--- src/logic/interlock_defs.vh ---
// Constants for the safety interlock logic
// Function
// - HV relay needs closed chain and command
// - Door open or stage down drops HV
// - Door open removes shutter drive enable
// - Chain open and shutter not home: processor shuts lasers
// - Blue laser off when air flow stops
// - Chamber permit: chain closed, stand low
// - Each chamber solenoid needs permit and own command
// - Chamber vents when any interlock opens
// - Door open switches off climate control
// - Three indicators: power, scan, pressure
// - Two 32-character message panels driven
// - Two anode contacts redundant, third readable
// - Anode-up needs both slides and command
// - Cathode-up needs both slides and command
`ifndef INTERLOCK_DEFS_VH
`define INTERLOCK_DEFS_VH
`define SW_COUNT 12
`define SW_DOOR_A 0
`define SW_DOOR_B 1
`define SW_ANODE_UP_A 2
`define SW_ANODE_UP_B 3
`define SW_ANODE_UP_X 4
`define SW_CATH_UP 5
`define SW_STAND 6
`define SW_AIR_FLOW 7
`define SW_ANODE_SLIDE_A 8
`define SW_ANODE_SLIDE_B 9
`define SW_CATH_SLIDE_A 10
`define SW_CATH_SLIDE_B 11
`define SETTLE_CYCLES 2'h3
`define LCD_WIDTH 8
`endif

--- src/logic/sync2.v ---
// Two-stage synchroniser for one switch input
`timescale 1ns/1ps
module sync2 (
    // Clock and reset
    input wire clock,
    input wire rst,
    // Asynchronous level in, synchronised level out
    input wire din,
    output reg dout
);
    reg meta_reg;

    // First stage feeds only the second stage
    always @(posedge clock) begin
        if (rst) begin
            meta_reg <= 1'h0;
            dout <= 1'h0;
        end else begin
            meta_reg <= din;
            dout <= meta_reg;
        end
    end
endmodule

--- src/logic/safety_interlock_logic.v ---
// Safety interlock gating for high voltage, shutter, chamber and stages
`timescale 1ns/1ps
`include "interlock_defs.vh"
module safety_interlock_logic (
    // Clock and reset
    input wire clock,
    input wire rst,
    // Switch levels, 1 = contact closed (stand: 0 = lowered)
    input wire [`SW_COUNT-1:0] switches,
    input wire shutter_home,
    // Software commands
    input wire cmd_hv,
    input wire cmd_vent_close,
    input wire cmd_high_pressure,
    input wire cmd_low_pressure,
    input wire cmd_raise_anode,
    input wire cmd_raise_cathode,
    input wire cmd_laser_off,
    input wire cmd_scan,
    input wire cmd_power_led,
    // Message panel data from the processor
    input wire [`LCD_WIDTH-1:0] cathode_lcd_data_in,
    input wire cathode_lcd_strobe_in,
    input wire [`LCD_WIDTH-1:0] anode_lcd_data_in,
    input wire anode_lcd_strobe_in,
    // Relay and solenoid drives
    output reg hv_relay_on,
    output reg shutter_drive_on,
    output reg vent_solenoid_on,
    output reg high_pressure_solenoid_on,
    output reg low_pressure_solenoid_on,
    output reg anode_up_solenoid_on,
    output reg cathode_up_solenoid_on,
    output reg green_laser_on,
    output reg blue_laser_on,
    output reg climate_on,
    // Status back to the processor
    output reg door_open,
    output reg chain_closed,
    output reg chamber_permit,
    output reg anode_up_extra,
    output reg shutter_fault,
    // Indicators
    output reg led_power,
    output reg led_scan,
    output reg led_pressure,
    // Message panels
    output reg [`LCD_WIDTH-1:0] cathode_lcd_data,
    output reg cathode_lcd_strobe,
    output reg [`LCD_WIDTH-1:0] anode_lcd_data,
    output reg anode_lcd_strobe
);
    wire [`SW_COUNT-1:0] sw_sync;
    wire shutter_home_sync;
    reg [1:0] settle_reg;
    reg [1:0] settle_next;
    reg ready;
    reg door_ok;
    reg chain_ok;
    reg permit;

    ////////////////////////////////////////////////////////////////
    // Synchronisers on every switch input and on shutter_home
    genvar i;
    generate
        for (i = 0; i < `SW_COUNT; i = i + 1) begin : g_sync
            sync2 u_sync (
                .clock(clock),
                .rst(rst),
                .din(switches[i]),
                .dout(sw_sync[i])
            );
        end
    endgenerate

    sync2 u_sync_home (
        .clock(clock),
        .rst(rst),
        .din(shutter_home),
        .dout(shutter_home_sync)
    );

    ////////////////////////////////////////////////////////////////
    // Settle counter: relay, solenoid and laser drives stay off until synchronisers are filled
    always @* begin
        settle_next = settle_reg;
        if (settle_reg != `SETTLE_CYCLES) begin
            settle_next = settle_reg + 2'h1;
        end
        ready = (settle_reg == `SETTLE_CYCLES);
    end

    always @(posedge clock) begin
        if (rst) begin
            settle_reg <= 2'h0;
        end else begin
            settle_reg <= settle_next;
        end
    end

    ////////////////////////////////////////////////////////////////
    // Interlock chain; series contacts, so any open one breaks it
    always @* begin
        door_ok = sw_sync[`SW_DOOR_A] & sw_sync[`SW_DOOR_B];
        // Both redundant anode contacts must close; third is status only
        chain_ok = door_ok & sw_sync[`SW_ANODE_UP_A] & sw_sync[`SW_ANODE_UP_B]
            & sw_sync[`SW_CATH_UP] & ready;
        permit = chain_ok & ~sw_sync[`SW_STAND];
    end

    ////////////////////////////////////////////////////////////////
    // High-voltage relay; any open series contact drops it on the third edge
    always @(posedge clock) begin
        if (rst) begin
            hv_relay_on <= 1'h0;
        end else begin
            hv_relay_on <= chain_ok & cmd_hv;
        end
    end

    ////////////////////////////////////////////////////////////////
    // Shutter motor drive; unpowered, the spring pulls the shutter home
    always @(posedge clock) begin
        if (rst) begin
            shutter_drive_on <= 1'h0;
        end else begin
            shutter_drive_on <= door_ok & ready;
        end
    end

    ////////////////////////////////////////////////////////////////
    // Chamber solenoids; de-energised means vented, so a lost permit
    // vents the chamber with no help from software
    always @(posedge clock) begin
        if (rst) begin
            vent_solenoid_on <= 1'h0;
            high_pressure_solenoid_on <= 1'h0;
            low_pressure_solenoid_on <= 1'h0;
        end else begin
            vent_solenoid_on <= permit & cmd_vent_close;
            high_pressure_solenoid_on <= permit & cmd_high_pressure;
            low_pressure_solenoid_on <= permit & cmd_low_pressure;
        end
    end

    ////////////////////////////////////////////////////////////////
    // Stage lift solenoids; a slide not fully in blocks the lift
    always @(posedge clock) begin
        if (rst) begin
            anode_up_solenoid_on <= 1'h0;
            cathode_up_solenoid_on <= 1'h0;
        end else begin
            anode_up_solenoid_on <= ready & sw_sync[`SW_ANODE_SLIDE_A] & sw_sync[`SW_ANODE_SLIDE_B]
                & cmd_raise_anode;
            cathode_up_solenoid_on <= ready & sw_sync[`SW_CATH_SLIDE_A] & sw_sync[`SW_CATH_SLIDE_B]
                & cmd_raise_cathode;
        end
    end

    ////////////////////////////////////////////////////////////////
    // Laser enables; a stuck shutter is the processor's to judge,
    // this block only obeys its shutdown command
    always @(posedge clock) begin
        if (rst) begin
            green_laser_on <= 1'h0;
            blue_laser_on <= 1'h0;
        end else begin
            green_laser_on <= ready & ~cmd_laser_off;
            blue_laser_on <= ready & ~cmd_laser_off & sw_sync[`SW_AIR_FLOW];
        end
    end

    ////////////////////////////////////////////////////////////////
    // Compartment climate; off with the door open so that no hot air
    // blows at the operator
    always @(posedge clock) begin
        if (rst) begin
            climate_on <= 1'h0;
            door_open <= 1'h1;
        end else begin
            climate_on <= door_ok & ready;
            door_open <= ~door_ok;
        end
    end

    ////////////////////////////////////////////////////////////////
    // Status back to the processor for its position checks
    always @(posedge clock) begin
        if (rst) begin
            chain_closed <= 1'h0;
            chamber_permit <= 1'h0;
            anode_up_extra <= 1'h0;
            shutter_fault <= 1'h0;
        end else begin
            chain_closed <= chain_ok;
            chamber_permit <= permit;
            anode_up_extra <= sw_sync[`SW_ANODE_UP_X];
            shutter_fault <= ~chain_ok & ~shutter_home_sync;
        end
    end

    ////////////////////////////////////////////////////////////////
    // Front-panel indicators; pressure lamp lags its solenoid one edge
    always @(posedge clock) begin
        if (rst) begin
            led_power <= 1'h0;
            led_scan <= 1'h0;
            led_pressure <= 1'h0;
        end else begin
            led_power <= cmd_power_led;
            led_scan <= cmd_scan;
            led_pressure <= high_pressure_solenoid_on;
        end
    end

    ////////////////////////////////////////////////////////////////
    // Cathode message panel, retimed; character protocol is software's
    always @(posedge clock) begin
        if (rst) begin
            cathode_lcd_data <= {`LCD_WIDTH{1'h0}};
            cathode_lcd_strobe <= 1'h0;
        end else begin
            cathode_lcd_data <= cathode_lcd_data_in;
            cathode_lcd_strobe <= cathode_lcd_strobe_in;
        end
    end

    ////////////////////////////////////////////////////////////////
    // Anode message panel, same one-edge retiming keeps both aligned
    always @(posedge clock) begin
        if (rst) begin
            anode_lcd_data <= {`LCD_WIDTH{1'h0}};
            anode_lcd_strobe <= 1'h0;
        end else begin
            anode_lcd_data <= anode_lcd_data_in;
            anode_lcd_strobe <= anode_lcd_strobe_in;
        end
    end
endmodule

--- config.mk ---
export PLATFORM = sky130hd
export DESIGN_NAME = safety_interlock_logic
export DESIGN_NICKNAME = d
export VERILOG_FILES = /design/src/logic/sync2.v /design/src/logic/safety_interlock_logic.v
export VERILOG_INCLUDE_DIRS = /design/src /design/src/logic
export SDC_FILE = /design/constraint.sdc
export NUM_CORES = 1
export LEC_CHECK = 0
export ABC_AREA = 1
export BUFFER_PORTS_ARGS = -buffer_cell sky130_fd_sc_hd__buf_2
export CAP_MARGIN = 40
export CORE_ASPECT_RATIO = 0.6
export CORE_UTILIZATION = 49
export CTS_CLUSTER_DIAMETER = 50
export CTS_CLUSTER_SIZE = 28
export DETAILED_ROUTE_END_ITERATION = 10
export GPL_TIMING_DRIVEN = 0
export MAX_ROUTING_LAYER = met4
export PLACE_DENSITY = 0.88
export SYNTH_ARGS = -nofsm -noshare
export SYNTH_HDL_FRONTEND = slang
export SYNTH_SLANG_ARGS = --single-unit
export TNS_END_PERCENT = 50
--- constraint.sdc ---
create_clock -name clock -period 3.55 [get_ports clock]
set_clock_uncertainty 0.2 [all_clocks]
set_input_delay 0.71 -clock clock [delete_from_list [all_inputs] [get_ports clock]]
set_output_delay 0.71 -clock clock [all_outputs]
set_load 0.005 [all_outputs]
# After elaboration in Yosys (flattened, before gate mapping)
# Cells that the tools add are included.
dict set report classes {
  eq_ne 2
  n_addsub 1
  bitwise 25
}
# op n
set op_table {}
lappend op_table {{$and 1x1->1} 20}
lappend op_table {{$not 1->1} 5}
lappend op_table {{$add 2x1->2 const B} 1}
lappend op_table {{$eq 2x2->1 const B} 1}
lappend op_table {{$ne 2x2->1 const B} 1}
dict set report totals {
  elab_cells 76
  output_inout_bits 36
  regBits 63
}

# Logic depth before layout (Yosys ltp)
dict set report depth {
  depth_word 7
  depth_mapped 6
  mapped_depth_nobuf 6
}

# By module
# A second synthesis with hierarchy kept.
dict set report unflattened {
  hier_cells 199
  hier_area_um2 1836.8
}
# module seq_area_each_um2 cells_each area_each_um2 instances
set modules_own_cells {}
lappend modules_own_cells {safety_interlock_logic 740.7 121 1121.1 1}
lappend modules_own_cells {sync2 40.0 6 55.1 13}

# Worst setup path after synthesis
# OpenSTA, ideal clock, no wires.
dict set report synth_path {
  kind {input to register}
  from {input rst}
  to {register anode_lcd_data[0]}
  path_slack_ns 2.125
  n_path_buf 2
  t_arrival_ns 1.107
  setup_ns 0.117
  stages 3
  cell_sequence {buf_2 buf_2 nor2_1}
}
# element line_no
set synth_rtl {}
lappend synth_rtl {{start, declared} safety_interlock_logic.v:7} ;# input wire rst,
lappend synth_rtl {{end signal, assigned} safety_interlock_logic.v:232} ;# anode_lcd_data <= {`LCD_WIDTH{1'h0}};
lappend synth_rtl {{end signal, assigned} safety_interlock_logic.v:235} ;# anode_lcd_data <= anode_lcd_data_in;
lappend synth_rtl {{end, declared} safety_interlock_logic.v:50} ;# output reg [`LCD_WIDTH-1:0] anode_lcd_data,
# No word-level cell between the ends.

==> results_dict.tcl <==
set metrics [dict create \
    synth_nets 245 \
    postLayoutCellArea_sq_um 2510 \
    final_cell_mix "83 x buf_2, 63 x dfxtp_1, 59 x nor2_1, 58 x inv_1, 11 x clkbuf_8" \
    port_buffers 77 \
    die_h_microns 49.6 \
    yosysWarnings 0 \
    ir_drop_v 0.000380 \
    grt_pass1_wl_mm 5.37 \
    vias_per_cell 4.08 \
    maxCapViolations 0 \
    post-route-period-util_pct 50.3 \
    netlist_instances 202 \
    cts_setup_buffers 0 \
    fill_cells 269 \
    leakagePower_uw 0.00142 \
    cp-start-kind "register" \
    path_cells "buf_4 > buf_2" \
    synth.area.top_cells "dfxtp_1 68%, nor2_1 12%, inv_1 12%" \
    setup_viol 0 \
    grt_overflow 0 \
    tns_ns 0 \
    route.detailed.wl_per_inst_microns 9.44 \
    slowest_delay_ns 0.31 \
    yosys.area.top_type "dfxtp_1" \
    fin_util_pct 73.4 \
    grt_antenna_before_repair 0 \
    cts.reportedPaths.clkPinSlew_ns 0.06 \
    placed_area_sq_um 2290 \
    finalWeightedCongestion 0.749 \
    min_period_ns 1.79 \
    dr.first_iter.drc_count 33 \
    cts_sinks 63 \
    yosysTopAreaCellShare_pct 68.3 \
    clkLatencyLatePin_ns 0.33 \
    ant_nets 0 \
    dpl_worst_slack_ns 1.82 \
    finalMaxSlewViolations 0 \
    cts_resized 0 \
    first_global_vias 1321 \
    rsz0062_at_grt "no" \
    worstPathMaxFanout 2 \
    area_delta_synth_final_pct 36.0 \
    die_x_microns 81.3 \
    relSlewSlack_pct 84.4 \
    whs_ns 0.197 \
    multiInputGateArea_sq_um 330 \
    io_pins 78 \
    avgSynthCellArea_sq_um 9.14 \
    grt_usage_pct 20.0 \
    crit_arrival_ns 0.88 \
    remaining_drc_errors 0 \
    rows 16 \
    dieArea_sq_um 4030 \
    cp_data_required_time_ns 2.64 \
    worst_pin_slew_ns 0.233 \
    hpwlAfterDp_mm 2.22 \
    critPathKind "reg -> out" \
    grt_max_degree 11 \
    path_buf_inv 2 \
    dr.pass1.iters 4 \
    cts.path.max_buffers 2 \
    initial_core_util_pct 53.9 \
    layout_commonest_cell "buf_2" \
    h-tree-depth 3 \
    regArea_sq_um 1260 \
    fin_nets 333 \
    hold_viol 0 \
    endpoint_kind "output port" \
    synth-seq-cells 63 \
    cts_tree "built" \
    r2r_slack_ns 2.17 \
    ys_types 16 \
    min_path_type "reg -> reg" \
    seq_area_frac_synth_pct 68.3 \
    vias 1388 \
    drive_gt1_share_pct 34.6 \
    wl_mm 3.21 \
    crit_family "flip-flops" \
    cts_buffers 9 \
    status "finished clean" \
    root_buffer "clkbuf_8" \
    postCtsHoldBufs 0 \
    max_freq_mhz 560 \
    cp_slowest_cell "dfxtp_1" \
    p_per_area_nw_per_um2 608 \
    antenna_cells 0 \
    coreArea_sq_um 3420 \
    setup_ws_ns 1.76 \
    syn_area_sq_um 1850 \
]
[metal layers]
layer  wire length, microns  share of wire, %  GRT usage, %
met5                      0                 0             -
met4                     58               1.8          8.33
met3                    341                11          14.4
met2                   1340                42          30.7
met1                   1470                46          19.3
[synthesized netlist by cell type, drive strengths merged]
| master | n |
|---|---|
| ha | 1 |
| inv | 58 |
| nor2 | 60 |
| nand3 | 3 |
| xor2 | 1 |
| o21ai | 1 |
| and2 | 1 |
| and3 | 1 |
| nor3 | 1 |
| buf | 7 |
| dfxtp | 63 |
| nand4 | 2 |
| nand2 | 3 |
[metrics by stage]
stage / cells / total power, uW
final: 340 / 1530
after global routing: 340 / 1600
after CTS: 340 / 1540
after floorplan: 202 / 812
after global placement: 324 / 853
after detailed placement: 324 / 858
[power by group]
| part | leakage, uW | total, uW | switching (uW) | internal, uW |
|---|---|---|---|---|
| sequential | 0.000520 | 752 | 10.6 | 741 |
| combinational | 0.000791 | 90.7 | 46.7 | 44.0 |
| clock | 0.000114 | 684 | 251 | 433 |
[tightest hold or removal path, stage by stage (launching register included)]
cell     delay [ns]
dfxtp_1        0.29
inv_1          0.04
nor2_1         0.03
[layout make-up]
class / instances / area share, %
buffer: 7 / 1.49
clock buffer: 13 / 6.32
clock inverter: 3 / 2.59
inverter: 58 / 8.67
multi-input combinational: 74 / 13.1
sequential: 63 / 50.2
tap: 45 / 2.24
timing repair buffer: 77 / 15.3
[logic make-up after synthesis]
| family | after synthesis | synth area share [%] |
|---|---|---|
| xor+xnor | 1 | 0.474 |
| compound gates | 1 | 0.271 |
| simple gates | 71 | 16.5 |
| fa+ha+maj | 1 | 0.677 |
| flops | 63 | 68.3 |
| buf+inv | 65 | 13.8 |
[path summary, 6_finish.rpt]
kind,start,end,cells after the start
max,climate_on,shutter_drive_on,2
min,g_sync[11].u_sync.meta_reg,g_sync[11].u_sync.dout,2
max reg2reg,settle_reg[0],high_pressure_solenoid_on,5
min reg2reg,g_sync[11].u_sync.meta_reg,g_sync[11].u_sync.dout,2
Power figures use the tool's default switching activity.
